===== src/rtl/phy_ctl_consts.svh =====
// constants for the phy basic control register block
`ifndef PHY_CTL_CONSTS_SVH
`define PHY_CTL_CONSTS_SVH

// =====================================================
// register address and field positions
`define PBC_ADDR           5'h00
`define PBC_BIT_RESET      15
`define PBC_BIT_WRAP       14
`define PBC_BIT_SPEED      13
`define PBC_BIT_NEG_EN     12
`define PBC_BIT_LOW_POWER  11
`define PBC_BIT_ISOLATE    10
`define PBC_BIT_RESTART    9
`define PBC_BIT_DUPLEX     8
`define PBC_BIT_COLLISION_CHECK_BIT    7
`define PBC_RESERVED_HI    6

// =====================================================
// reset values of the stored bits
`define PBC_RST_WRAP       1'b0
`define PBC_RST_SPEED      1'b1
`define PBC_RST_NEG_EN     1'b1
`define PBC_RST_LOW_POWER  1'b0
`define PBC_RST_ISOLATE    1'b1
`define PBC_RST_RESTART    1'b0
`define PBC_RST_DUPLEX     1'b1
`define PBC_RST_COLLISION_CHECK_BIT    1'b0

// =====================================================
// timing
`define CLK_MHZ            100
`define SOFT_RESET_MS      500
`define SOFT_RESET_CYCLES  (`SOFT_RESET_MS * 1000 * `CLK_MHZ)
`define SOFT_RESET_CNT_W   26

`endif


===== src/rtl/phy_ctl_pkg.sv =====
// types for the phy basic control register block
package phy_ctl_pkg;

	// =====================================================
	// soft reset sequencer
	typedef enum logic {
		RST_IDLE,
		RST_BUSY
	} soft_rst_state_e;

	// =====================================================
	// synchronised strap levels
	typedef struct packed {
		logic wrap_n;
		logic rate;
		logic neg;
		logic duplex;
		logic low_power_n;
		logic detach_n;
	} strap_s;

endpackage


===== src/rtl/ctl_link_if.sv =====
// control levels from the register to the mii gating logic
`timescale 1ns/1ps
interface ctl_link_if;
	logic loopback;
	logic isolate;
	logic repeater;
	logic col_test;

	modport ctl  (output loopback, output isolate, output repeater, output col_test);
	modport gate (input  loopback, input  isolate, input  repeater, input  col_test);
endinterface


===== src/rtl/phy_basic_control_register.sv =====
// phy basic control register with strap overrides and soft reset
`timescale 1ns/1ps
`include "phy_ctl_consts.svh"

// Functional notes
// - reset bit write one resets phy
// - reset bit self clears within 500 ms
// - wrap bit loops transmit back to receive
// - line outputs quiet during loopback
// - wrap strap low forces loopback on
// - speed bit one 100, zero 10
// - speed from negotiation, strap, or bit
// - speed bit reads effective speed
// - manual mode uses duplex and speed bits, or the rate and duplex straps when negotiation strap low
// - negotiation starts on link fail or restart
// - negotiation strap low forces enable zero
// - low power bit and strap power down
// - node isolation ignores tx, floats outputs
// - repeater isolation floats receive outputs only
// - detach strap high disables isolation
// - restart bit self clears at burst start
// - duplex bit selects, reads effective duplex
// - duplex from negotiation, strap, or bit
// - collision test asserts collision on tx enable, in loopback only
// - reserved bits read zero
// - sixteen bit register at five bit address
module phy_basic_control_register
	import phy_ctl_pkg::*;
#(
	parameter int unsigned SOFT_RESET_CYCLES = `SOFT_RESET_CYCLES
)
(
	// clock and reset
	input  wire logic        clk,
	input  wire logic        rst,
	// management register port
	input  wire logic [4:0]  mgmt_addr,
	input  wire logic        mgmt_write,
	input  wire logic        mgmt_read,
	input  wire logic [15:0] mgmt_wdata,
	output logic [15:0]      mgmt_rdata,
	output logic             mgmt_rvalid,
	// strap pins
	input  wire logic        wrap_strap_pin_n,
	input  wire logic        rate_strap_pin,
	input  wire logic        negotiation_strap_pin,
	input  wire logic        duplex_strap_pin,
	input  wire logic        low_power_strap_pin_n,
	input  wire logic        detach_strap_pin_n,
	// negotiation engine
	input  wire logic        neg_speed_100,
	input  wire logic        neg_full_duplex,
	input  wire logic        neg_link_fail,
	input  wire logic        neg_burst_started,
	output logic             neg_start,
	output logic             neg_enabled,
	// phy state
	input  wire logic        repeater_mode,
	output logic             phy_soft_reset,
	output logic             link_speed_100,
	output logic             link_full_duplex,
	output logic             manual_link_test,
	output logic             low_power,
	// mac side mii
	input  wire logic [3:0]  mii_tx_nibble,
	input  wire logic        mii_tx_enable,
	input  wire logic        mii_tx_error,
	output logic [3:0]       mii_rx_nibble,
	output logic             mii_rx_nibble_oe,
	output logic             mii_rx_valid,
	output logic             mii_rx_valid_oe,
	output logic             mii_rx_error,
	output logic             mii_rx_error_oe,
	output logic             mii_collision,
	output logic             mii_collision_oe,
	output logic             mii_tx_clock_oe,
	output logic             mii_rx_clock_oe,
	// coding and line side
	input  wire logic [3:0]  pcs_rx_nibble,
	input  wire logic        pcs_rx_valid,
	input  wire logic        pcs_rx_error,
	input  wire logic        pcs_collision,
	output logic [3:0]       line_tx_nibble,
	output logic             line_tx_enable,
	output logic             line_tx_error,
	output logic             line_drive_en
);

	localparam logic [`SOFT_RESET_CNT_W-1:0] RST_LAST = `SOFT_RESET_CNT_W'(SOFT_RESET_CYCLES - 1);

	strap_s                        strap_meta;
	strap_s                        strap;
	logic                          wrap_bit;
	logic                          speed_bit;
	logic                          neg_bit;
	logic                          lp_bit;
	logic                          iso_bit;
	logic                          restart_bit;
	logic                          duplex_bit;
	logic                          collision_check_bit_bit;
	logic                          next_wrap_bit;
	logic                          next_speed_bit;
	logic                          next_neg_bit;
	logic                          next_lp_bit;
	logic                          next_iso_bit;
	logic                          next_restart_bit;
	logic                          next_duplex_bit;
	logic                          next_collision_check_bit_bit;
	soft_rst_state_e               rst_state;
	soft_rst_state_e               next_rst_state;
	logic [`SOFT_RESET_CNT_W-1:0]  rst_cnt;
	logic [`SOFT_RESET_CNT_W-1:0]  next_rst_cnt;
	logic [15:0]                   next_rdata;
	logic                          wr_hit;
	logic                          wrap_eff;
	logic                          neg_eff;
	logic                          lp_eff;
	logic                          iso_eff;
	logic                          speed_eff;
	logic                          duplex_eff;
	logic [15:0]                   read_word;

	ctl_link_if link ();

	// =====================================================
	// strap synchronisers, straps are asynchronous pins
	always_ff @(posedge clk or posedge rst) begin
		if (rst) begin
			strap_meta <= '{wrap_n: 1'b1, rate: 1'b1, neg: 1'b1, duplex: 1'b1, low_power_n: 1'b1, detach_n: 1'b1};
			strap      <= '{wrap_n: 1'b1, rate: 1'b1, neg: 1'b1, duplex: 1'b1, low_power_n: 1'b1, detach_n: 1'b1};
		end else begin
			strap_meta <= '{wrap_n: wrap_strap_pin_n, rate: rate_strap_pin, neg: negotiation_strap_pin,
			                duplex: duplex_strap_pin, low_power_n: low_power_strap_pin_n,
			                detach_n: detach_strap_pin_n};
			strap      <= strap_meta;
		end
	end

	// =====================================================
	// effective values
	always_comb begin
		wr_hit     = mgmt_write & (mgmt_addr == `PBC_ADDR);
		wrap_eff   = wrap_bit | ~strap.wrap_n;
		neg_eff    = neg_bit & strap.neg;
		// low power strap forces power down
		lp_eff     = lp_bit | ~strap.low_power_n;
		iso_eff    = iso_bit & ~strap.detach_n;
		if (neg_eff) begin
			speed_eff  = neg_speed_100;
			duplex_eff = neg_full_duplex;
		end else if (!strap.neg) begin
			speed_eff  = strap.rate;
			duplex_eff = strap.duplex;
		end else begin
			speed_eff  = speed_bit;
			duplex_eff = duplex_bit;
		end
		read_word                      = 16'h0000;
		read_word[`PBC_BIT_RESET]      = (rst_state == RST_BUSY);
		read_word[`PBC_BIT_WRAP]       = wrap_eff;
		read_word[`PBC_BIT_SPEED]      = speed_eff;
		read_word[`PBC_BIT_NEG_EN]     = neg_eff;
		read_word[`PBC_BIT_LOW_POWER]  = lp_eff;
		read_word[`PBC_BIT_ISOLATE]    = iso_eff;
		read_word[`PBC_BIT_RESTART]    = restart_bit & neg_eff;
		read_word[`PBC_BIT_DUPLEX]     = duplex_eff;
		read_word[`PBC_BIT_COLLISION_CHECK_BIT]    = collision_check_bit_bit;
		next_rdata = mgmt_read ? ((mgmt_addr == `PBC_ADDR) ? read_word : 16'h0000) : mgmt_rdata;
	end

	// =====================================================
	// stored control bits
	always_comb begin
		next_wrap_bit    = wrap_bit;
		next_speed_bit   = speed_bit;
		next_neg_bit     = neg_bit;
		next_lp_bit      = lp_bit;
		next_iso_bit     = iso_bit;
		next_duplex_bit  = duplex_bit;
		next_collision_check_bit_bit = collision_check_bit_bit;
		next_restart_bit = restart_bit;
		// restart clears at burst start, but a new write still wins
		if (neg_burst_started || !neg_eff) begin
			next_restart_bit = 1'b0;
		end
		if (wr_hit) begin
			// writes of zero refused under wrap strap
			next_wrap_bit    = mgmt_wdata[`PBC_BIT_WRAP] | ~strap.wrap_n;
			// speed bit stored for manual mode
			next_speed_bit   = mgmt_wdata[`PBC_BIT_SPEED];
			// writes of one refused under strap
			next_neg_bit     = mgmt_wdata[`PBC_BIT_NEG_EN] & strap.neg;
			// writes of zero refused under strap
			next_lp_bit      = mgmt_wdata[`PBC_BIT_LOW_POWER] | ~strap.low_power_n;
			// writes of one refused under strap
			next_iso_bit     = mgmt_wdata[`PBC_BIT_ISOLATE] & ~strap.detach_n;
			next_duplex_bit  = mgmt_wdata[`PBC_BIT_DUPLEX];
			next_collision_check_bit_bit = mgmt_wdata[`PBC_BIT_COLLISION_CHECK_BIT];
			if (mgmt_wdata[`PBC_BIT_RESTART] && mgmt_wdata[`PBC_BIT_NEG_EN] && strap.neg) begin
				next_restart_bit = 1'b1;
			end
		end
	end

	always_ff @(posedge clk or posedge rst) begin
		if (rst) begin
			wrap_bit    <= `PBC_RST_WRAP;
			speed_bit   <= `PBC_RST_SPEED;
			neg_bit     <= `PBC_RST_NEG_EN;
			lp_bit      <= `PBC_RST_LOW_POWER;
			iso_bit     <= `PBC_RST_ISOLATE;
			restart_bit <= `PBC_RST_RESTART;
			duplex_bit  <= `PBC_RST_DUPLEX;
			collision_check_bit_bit <= `PBC_RST_COLLISION_CHECK_BIT;
		end else begin
			wrap_bit    <= next_wrap_bit;
			speed_bit   <= next_speed_bit;
			neg_bit     <= next_neg_bit;
			lp_bit      <= next_lp_bit;
			iso_bit     <= next_iso_bit;
			restart_bit <= next_restart_bit;
			duplex_bit  <= next_duplex_bit;
			collision_check_bit_bit <= next_collision_check_bit_bit;
		end
	end

	// =====================================================
	// soft reset sequencer, control bits are not touched by it
	always_comb begin
		next_rst_state = rst_state;
		next_rst_cnt   = rst_cnt;
		case (rst_state)
			RST_IDLE: begin
				// write one starts reset, zero ignored
				if (wr_hit && mgmt_wdata[`PBC_BIT_RESET]) begin
					next_rst_state = RST_BUSY;
					next_rst_cnt   = '0;
				end
			end
			RST_BUSY: begin
				if (rst_cnt == RST_LAST) begin
					next_rst_state = RST_IDLE;
				end else begin
					next_rst_cnt = rst_cnt + 1'b1;
				end
			end
			default: begin
				next_rst_state = RST_IDLE;
			end
		endcase
	end

	always_ff @(posedge clk or posedge rst) begin
		if (rst) begin
			rst_state   <= RST_IDLE;
			rst_cnt     <= '0;
			mgmt_rdata  <= 16'h0000;
			mgmt_rvalid <= 1'b0;
		end else begin
			rst_state   <= next_rst_state;
			rst_cnt     <= next_rst_cnt;
			mgmt_rdata  <= next_rdata;
			mgmt_rvalid <= mgmt_read;
		end
	end

	// =====================================================
	// outputs to the rest of the phy
	always_comb begin
		phy_soft_reset   = (rst_state == RST_BUSY);
		neg_enabled      = neg_eff;
		// start on link fail or restart
		neg_start        = neg_eff & (neg_link_fail | (restart_bit & ~neg_burst_started));
		manual_link_test = ~neg_eff;
		link_speed_100   = speed_eff;
		link_full_duplex = duplex_eff;
		low_power        = lp_eff;
		link.loopback    = wrap_eff;
		link.isolate     = iso_eff;
		link.repeater    = repeater_mode;
		link.col_test    = collision_check_bit_bit;
	end

	mii_gate u_gate (
		.clk              (clk),
		.rst              (rst),
		.ctl              (link),
		.mii_tx_nibble    (mii_tx_nibble),
		.mii_tx_enable    (mii_tx_enable),
		.mii_tx_error     (mii_tx_error),
		.mii_rx_nibble    (mii_rx_nibble),
		.mii_rx_nibble_oe (mii_rx_nibble_oe),
		.mii_rx_valid     (mii_rx_valid),
		.mii_rx_valid_oe  (mii_rx_valid_oe),
		.mii_rx_error     (mii_rx_error),
		.mii_rx_error_oe  (mii_rx_error_oe),
		.mii_collision    (mii_collision),
		.mii_collision_oe (mii_collision_oe),
		.mii_tx_clock_oe  (mii_tx_clock_oe),
		.mii_rx_clock_oe  (mii_rx_clock_oe),
		.pcs_rx_nibble    (pcs_rx_nibble),
		.pcs_rx_valid     (pcs_rx_valid),
		.pcs_rx_error     (pcs_rx_error),
		.pcs_collision    (pcs_collision),
		.line_tx_nibble   (line_tx_nibble),
		.line_tx_enable   (line_tx_enable),
		.line_tx_error    (line_tx_error),
		.line_drive_en    (line_drive_en)
	);

	// =====================================================
	// checks
	a_reset_starts: assert property (@(posedge clk) disable iff (rst)
		(rst_state == RST_IDLE && wr_hit && mgmt_wdata[`PBC_BIT_RESET]) |=> phy_soft_reset)
		else $error("reset write did not start soft reset");
	a_reset_zero_noop: assert property (@(posedge clk) disable iff (rst)
		(rst_state == RST_IDLE && !(wr_hit && mgmt_wdata[`PBC_BIT_RESET])) |=> !phy_soft_reset)
		else $error("soft reset began without a write of one");
	a_reset_bounded: assert property (@(posedge clk) disable iff (rst)
		(rst_state == RST_BUSY && rst_cnt == RST_LAST) |=> !phy_soft_reset)
		else $error("soft reset did not clear at its limit");
	a_wrap_forced: assert property (@(posedge clk) disable iff (rst)
		(!strap.wrap_n && mgmt_read && mgmt_addr == `PBC_ADDR) |=> mgmt_rdata[`PBC_BIT_WRAP])
		else $error("wrap strap did not force loopback readback");
	a_line_quiet: assert property (@(posedge clk) disable iff (rst)
		wrap_eff |=> (!line_drive_en && !line_tx_enable))
		else $error("line driven during loopback");
	a_col_test: assert property (@(posedge clk) disable iff (rst)
		(wrap_eff && collision_check_bit_bit && mii_tx_enable && !(iso_eff && !repeater_mode)) |=> mii_collision)
		else $error("collision test did not raise collision");
	a_neg_refused: assert property (@(posedge clk) disable iff (rst)
		(!strap.neg && mgmt_read && mgmt_addr == `PBC_ADDR) |=> !mgmt_rdata[`PBC_BIT_NEG_EN])
		else $error("negotiation enable read one under strap");
	a_speed_manual: assert property (@(posedge clk) disable iff (rst)
		(strap.neg && !neg_bit) |-> (link_speed_100 == speed_bit && link_full_duplex == duplex_bit))
		else $error("manual speed or duplex not from the bits");
	a_restart_zero: assert property (@(posedge clk) disable iff (rst)
		(!neg_eff && mgmt_read && mgmt_addr == `PBC_ADDR) |=> !mgmt_rdata[`PBC_BIT_RESTART])
		else $error("restart read one while negotiation off");
	a_reserved_zero: assert property (@(posedge clk) disable iff (rst)
		mgmt_rvalid |-> (mgmt_rdata[`PBC_RESERVED_HI:0] == 7'h00))
		else $error("reserved bits read nonzero");
	a_lp_forced: assert property (@(posedge clk) disable iff (rst)
		!strap.low_power_n |-> low_power)
		else $error("low power strap did not power down");

	c_reset_done: cover property (@(posedge clk) disable iff (rst) $fell(phy_soft_reset));
	c_col_test: cover property (@(posedge clk) disable iff (rst) mii_collision && wrap_eff);
	c_restart: cover property (@(posedge clk) disable iff (rst) restart_bit ##[1:20] neg_burst_started);

endmodule


===== src/rtl/mii_gate.sv =====
// mii loopback, isolation and collision test gating
`timescale 1ns/1ps
module mii_gate
	import phy_ctl_pkg::*;
(
	// clock and reset
	input  wire logic       clk,
	input  wire logic       rst,
	// control
	ctl_link_if.gate        ctl,
	// mac transmit side
	input  wire logic [3:0] mii_tx_nibble,
	input  wire logic       mii_tx_enable,
	input  wire logic       mii_tx_error,
	// mac receive side
	output logic [3:0]      mii_rx_nibble,
	output logic            mii_rx_nibble_oe,
	output logic            mii_rx_valid,
	output logic            mii_rx_valid_oe,
	output logic            mii_rx_error,
	output logic            mii_rx_error_oe,
	output logic            mii_collision,
	output logic            mii_collision_oe,
	output logic            mii_tx_clock_oe,
	output logic            mii_rx_clock_oe,
	// coding and line side
	input  wire logic [3:0] pcs_rx_nibble,
	input  wire logic       pcs_rx_valid,
	input  wire logic       pcs_rx_error,
	input  wire logic       pcs_collision,
	output logic [3:0]      line_tx_nibble,
	output logic            line_tx_enable,
	output logic            line_tx_error,
	output logic            line_drive_en
);

	logic       node_iso;
	logic       rx_iso;
	logic [3:0] tx_nib;
	logic       tx_en;
	logic       tx_er;
	logic [3:0] next_rx_nib;
	logic       next_rx_dv;
	logic       next_rx_er;
	logic       next_col;
	logic [3:0] next_line_nib;
	logic       next_line_en;
	logic       next_line_er;

	// =====================================================
	// next values
	always_comb begin
		node_iso = ctl.isolate & ~ctl.repeater;
		rx_iso   = ctl.isolate;
		tx_nib   = node_iso ? 4'h0 : mii_tx_nibble;
		tx_en    = node_iso ? 1'b0 : mii_tx_enable;
		tx_er    = node_iso ? 1'b0 : mii_tx_error;
		next_rx_nib = ctl.loopback ? tx_nib : pcs_rx_nibble;
		next_rx_dv  = ctl.loopback ? tx_en  : pcs_rx_valid;
		next_rx_er  = ctl.loopback ? tx_er  : pcs_rx_error;
		// collision follows tx enable in test
		next_col    = (ctl.loopback & ctl.col_test) ? tx_en : (ctl.loopback ? 1'b0 : pcs_collision);
		next_line_nib = ctl.loopback ? 4'h0 : tx_nib;
		next_line_en  = ctl.loopback ? 1'b0 : tx_en;
		next_line_er  = ctl.loopback ? 1'b0 : tx_er;
	end

	// =====================================================
	// registers
	always_ff @(posedge clk or posedge rst) begin
		if (rst) begin
			mii_rx_nibble    <= 4'h0;
			mii_rx_valid     <= 1'b0;
			mii_rx_error     <= 1'b0;
			mii_collision    <= 1'b0;
			mii_rx_nibble_oe <= 1'b0;
			mii_rx_valid_oe  <= 1'b0;
			mii_rx_error_oe  <= 1'b0;
			mii_collision_oe <= 1'b0;
			mii_tx_clock_oe  <= 1'b0;
			mii_rx_clock_oe  <= 1'b0;
			line_tx_nibble   <= 4'h0;
			line_tx_enable   <= 1'b0;
			line_tx_error    <= 1'b0;
			line_drive_en    <= 1'b0;
		end else begin
			mii_rx_nibble    <= next_rx_nib;
			mii_rx_valid     <= next_rx_dv;
			mii_rx_error     <= next_rx_er;
			mii_collision    <= next_col;
			mii_rx_nibble_oe <= ~rx_iso;
			mii_rx_valid_oe  <= ~rx_iso;
			mii_rx_error_oe  <= ~rx_iso;
			mii_rx_clock_oe  <= ~rx_iso;
			mii_collision_oe <= ~node_iso;
			mii_tx_clock_oe  <= ~node_iso;
			line_tx_nibble   <= next_line_nib;
			line_tx_enable   <= next_line_en;
			line_tx_error    <= next_line_er;
			line_drive_en    <= ~ctl.loopback;
		end
	end

	// =====================================================
	// checks
	a_node_iso_float: assert property (@(posedge clk) disable iff (rst)
		node_iso |=> (!mii_collision_oe && !mii_tx_clock_oe && !mii_rx_valid_oe))
		else $error("node isolation left an mii output driven");
	a_rep_iso_keep: assert property (@(posedge clk) disable iff (rst)
		(ctl.isolate && ctl.repeater) |=> (mii_collision_oe && mii_tx_clock_oe && !mii_rx_nibble_oe))
		else $error("repeater isolation floated the wrong outputs");
	a_loop_wraps: assert property (@(posedge clk) disable iff (rst)
		(ctl.loopback && !node_iso) |=> (mii_rx_valid == $past(mii_tx_enable) && !line_tx_enable))
		else $error("loopback did not wrap transmit enable");

endmodule


===== config.mk =====
export PLATFORM = sky130hd
export DESIGN_NAME = phy_basic_control_register
export DESIGN_NICKNAME = d
export VERILOG_FILES = /design/src/rtl/phy_ctl_pkg.sv /design/src/rtl/ctl_link_if.sv /design/src/rtl/phy_basic_control_register.sv /design/src/rtl/mii_gate.sv
export VERILOG_INCLUDE_DIRS = /design/src /design/src/rtl
export SDC_FILE = /design/constraint.sdc
export NUM_CORES = 1
export LEC_CHECK = 0
export BUFFER_PORTS_ARGS = -buffer_cell sky130_fd_sc_hd__buf_4
export CORE_MARGIN = 3
export CORE_UTILIZATION = 45
export CTS_BUF_LIST = sky130_fd_sc_hd__clkbuf_8
export DETAILED_ROUTE_END_ITERATION = 10
export PLACE_DENSITY = 0.7
export SLEW_MARGIN = 0
export SYNTH_ARGS = -nofsm -noshare
export SYNTH_HDL_FRONTEND = slang
export SYNTH_SLANG_ARGS = --single-unit

===== constraint.sdc =====
create_clock -name clk -period 6.15 [get_ports clk]
set_input_delay 1.23 -clock clk [delete_from_list [all_inputs] [get_ports clk]]
set_output_delay 1.23 -clock clk [all_outputs]
set_load 0.02 [all_outputs]

== Yosys cells after proc, flatten, opt, wreduce, memory -nomap -nowiden ==
Cells that the tools add are included.

* Latch bits: 0
* Memory bits (writable): 0
* Flip-flop bits (word level): 80
* Memory bits (read-only): 0
* Memories kept: 0
* Bits of input ports: 49
* Word-level logic and storage cells: 95

* Magnitude comparators: 0
* Muxes and demuxes: 25
* Bitwise gates (word level): 25
* Multiply operators: 0
* Shift-type cells: 0
* Reduce and logical (&&, ||, !) cells: 7
* Add/subtract/negate cells: 1
* Equality and inequality tests: 3
* Divide/modulo/power cells: 0

{| class="wikitable"
|+ Operator list
! operator !! count
|-
| two-way mux 26 bit || 2
|-
| one-hot mux 26 bit (2 select lines) || 1
|-
| adder 26 x 1 -> 26 bit (second input constant) || 1
|-
| == test 26 bit (second input constant) || 1
|-
| two-way mux 1 bit || 17
|-
| two-way mux 16 bit || 1
|-
| two-way mux 4 bit || 3
|-
| AND 1 bit || 10
|-
| NOT 1 bit || 10
|-
| logical NOT 5 bit || 1
|-
| bitwise OR 1 bit || 5
|-
| != test 2 bit (second input constant) || 2
|-
| logical AND 1 bit || 3
|-
| one-hot mux 1 bit (2 select lines) || 1
|-
| AND reduction 2 bit || 1
|-
| logical NOT 1 bit || 1
|-
| logical OR 1 bit || 1
|}

== Longest topological paths before layout ==
* Depth after elaboration: 6
* Mapped depth: 6
* Depth with buffers taken out: 6

== Cells and area by module ==
From an unflattened synthesis, not the netlist that was laid out.

* Cells, all modules: 308
* Area total of the unflattened synthesis: 3388.2 µm²

{| class="wikitable"
|+ By module, submodules not included
! module !! area each (µm²) !! cells an instance !! seq. area each (µm²) !! times used
|-
| phy_basic_control_register || 2772.7 || 261 || 1446.4 || 1
|-
| mii_gate || 615.6 || 47 || 400.4 || 1
|}

== Least setup slack after synthesis ==
OpenSTA, ideal clock, no wires.

* Kind: in2out
* Start: input port neg_full_duplex
* End: output port link_full_duplex
* Stages on the path: 2
* Data required time: 4.920 ns
* Path slack: 3.235 ns
* Arrival time: 1.685 ns
* Cell sequence: mux2i_1 > a21oi_1

* Word-level cells in the longest chain between the ends: 1

{| class="wikitable"
|+ RTL lines
! item !! line !! text
|-
| from (decl) || phy_basic_control_register.sv:52 || <nowiki>input wire logic neg_full_duplex,</nowiki>
|-
| two-way mux 1 bit || phy_basic_control_register.sv:148 || <nowiki>if (neg_eff) begin</nowiki>
|-
| to (decl) || phy_basic_control_register.sv:61 || <nowiki>output logic link_full_duplex,</nowiki>
|}

No other way between the ends.

== Final worst setup path ==
* Start: input port neg_speed_100
* End: output port link_speed_100

* Word-level cells in the longest chain between the ends: 1

{| class="wikitable"
|+ RTL lines
! item !! line !! text
|-
| from (decl) || phy_basic_control_register.sv:51 || <nowiki>input wire logic neg_speed_100,</nowiki>
|-
| two-way mux 1 bit || phy_basic_control_register.sv:148 ||
|-
| to (decl) || phy_basic_control_register.sv:60 || <nowiki>output logic link_speed_100,</nowiki>
|}

No other way between the ends.

==> tab_implementation.tex <==
\begin{tabular}{lr}
\hline
Metric & Value \\
\hline
\multicolumn{2}{l}{\textbf{Placed design}} \\
Estimated wirelength of the detail-placed design & a little over 5000 um \\
Port buffer count & 78 \\
Number of cells in the design after placement & about 500 \\
Routability-driven placement congestion ratio & between 0.8 and 0.9 \\
Placement Cell Area & 4000 um\^{}2 \\
\multicolumn{2}{l}{\textbf{Finish}} \\
Top library cells by usage in the layout, fill and taps aside & 80 x buf\_4, 57 x dfrtp\_1, 34 x nand2\_1 \\
Most common cell after layout, fill and taps aside & buf\_4 \\
Footprint of the flip-flops and latches & 1850 um\^{}2 \\
Number of filler cells placed in the layout & between 600 and 700 \\
Number of antenna repair diodes & 0 \\
Layout-stage area growth over the synthesis result & 23.6\% \\
Post-route insts no fill & 504 \\
Footprint of the multi-input gates & around 1400 um\^{}2 \\
Share of post-route cells with drive strength above 1 & 0.321 \\
Total Nets Final & 451 \\
Area of all placed cells without fillers & $\sim$4200 um\^{}2 \\
\multicolumn{2}{l}{\textbf{Die}} \\
I/O pin count & 93 \\
Area of the die & approximately 8600 um\^{}2 \\
Number of placement rows & 31 \\
Die width & between 90 and 100 um \\
Die height & $\sim$93 um \\
Starting Density & 0.466 \\
Core Box Area & about 7300 um\^{}2 \\
\multicolumn{2}{l}{\textbf{Synthesis}} \\
Top cells by area, synth & dfrtp\_1 42\%, dfstp\_2 12\%, nand2\_1 3.8\% \\
Sequential area share after synthesis & 0.544 \\
Async set-or-reset flop fraction in the synthesized netlist & 1.00 \\
Synthesized flop and latch total & 73 \\
Area of the mapped netlist & 3400 um\^{}2 \\
Distinct cell type count of the synthesized netlist & between 40 and 50 \\
Ys flop type & dfrtp\_1 \\
Cell taking the most area after synthesis & dfrtp\_1 \\
Yosys warning count & 0 \\
Cell count after synthesis & about 330 \\
EDFF count, synth & 0 \\
Average cell area after synthesis & $\sim$10 um\^{}2 \\
Post-synth top area share & 0.420 \\
\multicolumn{2}{l}{\textbf{Timing}} \\
Final-report hold violation count & 0 \\
Tightest slew margin relative to the limit & 0.389 \\
RSZ-0062 raised after global routing & no \\
Min cycle time layout & around 3 ns \\
Final setup violation count & 0 \\
Hold slack & between 0.3 and 0.4 ns \\
Total Negative Setup Slacks & 0 ns \\
Crit share post-route & 0.490 \\
Slew Limit Fails & 0 \\
Worst-case clock skew & just over 0.01 ns \\
Fmax & approximately 330 MHz \\
Actual slew at the worst max-slew pin & between 0.9 and 1 ns \\
\multicolumn{2}{l}{\textbf{Worst setup path}} \\
CP Data Required Time & 4.92 ns \\
Maximum net fanout on the critical path & 2 \\
Endpoint class of the critical path & output port \\
Critical path startpoint category & input port \\
Cell repeated most along the worst path & buf\_4 \\
Category of the most critical setup path & input port to output port \\
Highest cell delay on the worst timing path & $\sim$0.23 ns \\
Register-to-register path setup slack & between 3 and 4 ns \\
Cell-by-cell listing of the critical path & buf\_4, mux2i\_1, a21oi\_1, buf\_4 \\
Critical Path AT & approximately 1.8 ns \\
Critical path's slowest cell & a21oi\_1 \\
\multicolumn{2}{l}{\textbf{Route}} \\
Remaining antenna violation count & 0 \\
Met1 wire length & between 3000 and 4000 um \\
Post-Route WL & about 7000 um \\
Met2 Routed Length & 3350 um \\
Post-route DRC & 0 \\
Post-DR vias/cell & $\sim$5.3 \\
Wire length on met3 & $\sim$460 um \\
Total via count after detailed routing & between 2k and 3k \\
First-pass detailed-route iteration total & 5 \\
Iteration-0 DRC count of the detailed router & roughly 150 \\
Routed length per instance & between 10 and 15 um \\
Topmost layer with routed signal wires & met4 \\
\multicolumn{2}{l}{\textbf{Clock tree}} \\
Post-CTS clock slew at the launch and capture registers of the worst setup and hold paths & around 0.070 ns \\
Insertion delay to the later sink of the worst-skew pair & $\sim$0.34 ns \\
CTS H-tree depth & 3 \\
Sinks on Clock Net & between 70 and 80 \\
Hold bufs inserted after CTS & 0 \\
Number of buffers inserted to repair setup after CTS & 0 \\
Largest buffer count on any clock path & 2 \\
Total CTS buffers & 9 \\
CTS tree & built \\
Cell at the root of the clock tree & clkbuf\_8 \\
Quantity of gates resized following cts & 0 \\
\multicolumn{2}{l}{\textbf{Power}} \\
Power density of the placed cells & 277 nW/um\^{}2 \\
Power share of the clock group & 0.314 \\
Net switching share of the total power & 0.307 \\
Leak & about 1.9 nW \\
Gate power share & 0.179 \\
Peak supply drop & $\sim$180 uV \\
Sequential cell fraction of total power & 0.507 \\
Switching power of the nets & 0.357 mW \\
Internal power component & roughly 0.8 mW \\
\multicolumn{2}{l}{\textbf{Global route}} \\
Overflow after GRT & 0 \\
First-pass GRT wire length & roughly 12,000 um \\
Total routing resource utilization after global routing & 0.175 \\
Antenna violations before repair & 0 \\
Largest net degree at the start of global routing & 74 \\
Number of global-route vias before repair & about 2.6k \\
\multicolumn{2}{l}{\textbf{Hold path}} \\
Worst hold-check path type & flip-flop to flip-flop \\
\multicolumn{2}{l}{\textbf{Run}} \\
Max Cap Violations & 0 \\
\multicolumn{2}{l}{\textbf{Outcome}} \\
Run status & finished, final reports clean \\
\hline
\end{tabular}
[path summary, 6_finish.rpt]
| check | from | endpoint | cells past startpoint |
|---|---|---|---|
| worst max-delay path | neg_speed_100 | link_speed_100 | 4 |
| worst min-delay path | strap_meta[1]$_DFF_PP1_ | strap[1]$_DFF_PP1_ | 0 |
| worst max register to register | phy_soft_reset$_DFF_PP0_ | rst_cnt[19]$_DFFE_PP0P_ | 4 |
| worst min register to register | strap_meta[1]$_DFF_PP1_ | strap[1]$_DFF_PP1_ | 0 |
| max in group asynchronous | rst | rst_cnt[15]$_DFFE_PP0P_ | 3 |
| min in group asynchronous | rst | u_gate.mii_rx_nibble[0]$_DFF_PP0_ | 3 |
[power groups by stage]
stage | clock, mW | sequential (mW) | combinational, mW
3_5_place_dp | 0 | 0.598 | 0.210
6_report | 0.365 | 0.590 | 0.209
4_1_cts | 0.376 | 0.589 | 0.211
2_1_floorplan | 0 | 0.592 | 0.136
5_1_grt | 0.398 | 0.598 | 0.235
3_3_place_gp | 0 | 0.595 | 0.205
[worst max-delay path, delay by kind of cell]
kind            cells  cell delay (ns)
buf+inv             2             0.27
compound gates      1             0.23
mux                 1             0.05
[final cells by class]
class | count | area share
clock buffer | 9 | 0.0295
clock inverter | 7 | 0.0173
sequential | 73 | 0.440
inverter | 17 | 0.0152
timing repair buffer | 80 | 0.143
multi-input combinational | 219 | 0.325
tap | 99 | 0.0295
[metrics by stage]
step                utilization  power [mW]  setup slack [ns]
floorplan                     -       0.729              3.09
global placement          0.549       0.800              3.15
detailed placement        0.549       0.809              3.13
CTS                       0.576        1.18              3.13
global route              0.576        1.23              3.07
finish                    0.576        1.16              3.14
[cell families (layout without fill, tap and decap cells)]
kind of cell             after synthesis  in the layout  synth area share
AND/OR/NAND/NOR                      127            127             0.219
flip-flops                            73             73             0.544
other                                  1              7           0.00110
adder cells (fa/ha/maj)                2              2           0.00737
multiplexers                           9              9            0.0280
buffers and inverters                 43            113            0.0608
AO/OA/AOI/OAI                         74             74             0.140
[layer usage]
layer  up-vias  track usage
li1       1308            -
met1      1277        0.225
met3        13       0.0333
met2        97        0.283
met4         0       0.0855
met5         -            0
[sequential cells by signal, indices dropped and copies added, names as in the netlist, 4 cells and up]
name / count
mgmt_rdata: 9
rst_cnt: 26
strap: 6
strap_meta: 6
u_gate.line_tx_nibble: 4
u_gate.mii_rx_nibble: 4
[synthesized netlist by cell type, types with 2 or more instances]
cell type	n
a21oi_1	12
nor3_1	4
a41oi_1	3
nor2b_1	5
ha_1	2
nand2_1	34
a31oi_1	5
nand2b_1	6
and3_1	8
and2_1	4
nand4_1	11
inv_1	16
o311ai_0	3
mux2_2	4
nand4b_1	2
nand3_4	2
mux2i_1	5
o31ai_1	8
o41ai_1	3
clkbuf_1	14
o21ai_0	25
nand3_1	25
o311ai_1	4
nor3_4	2
dfstp_2	16
o22ai_1	2
dfrtp_1	57
a31o_2	3
nor4_4	2
nor4_1	2
buf_4	12
nor2_1	11
No activity file was read; power rests on OpenSTA's default activity.
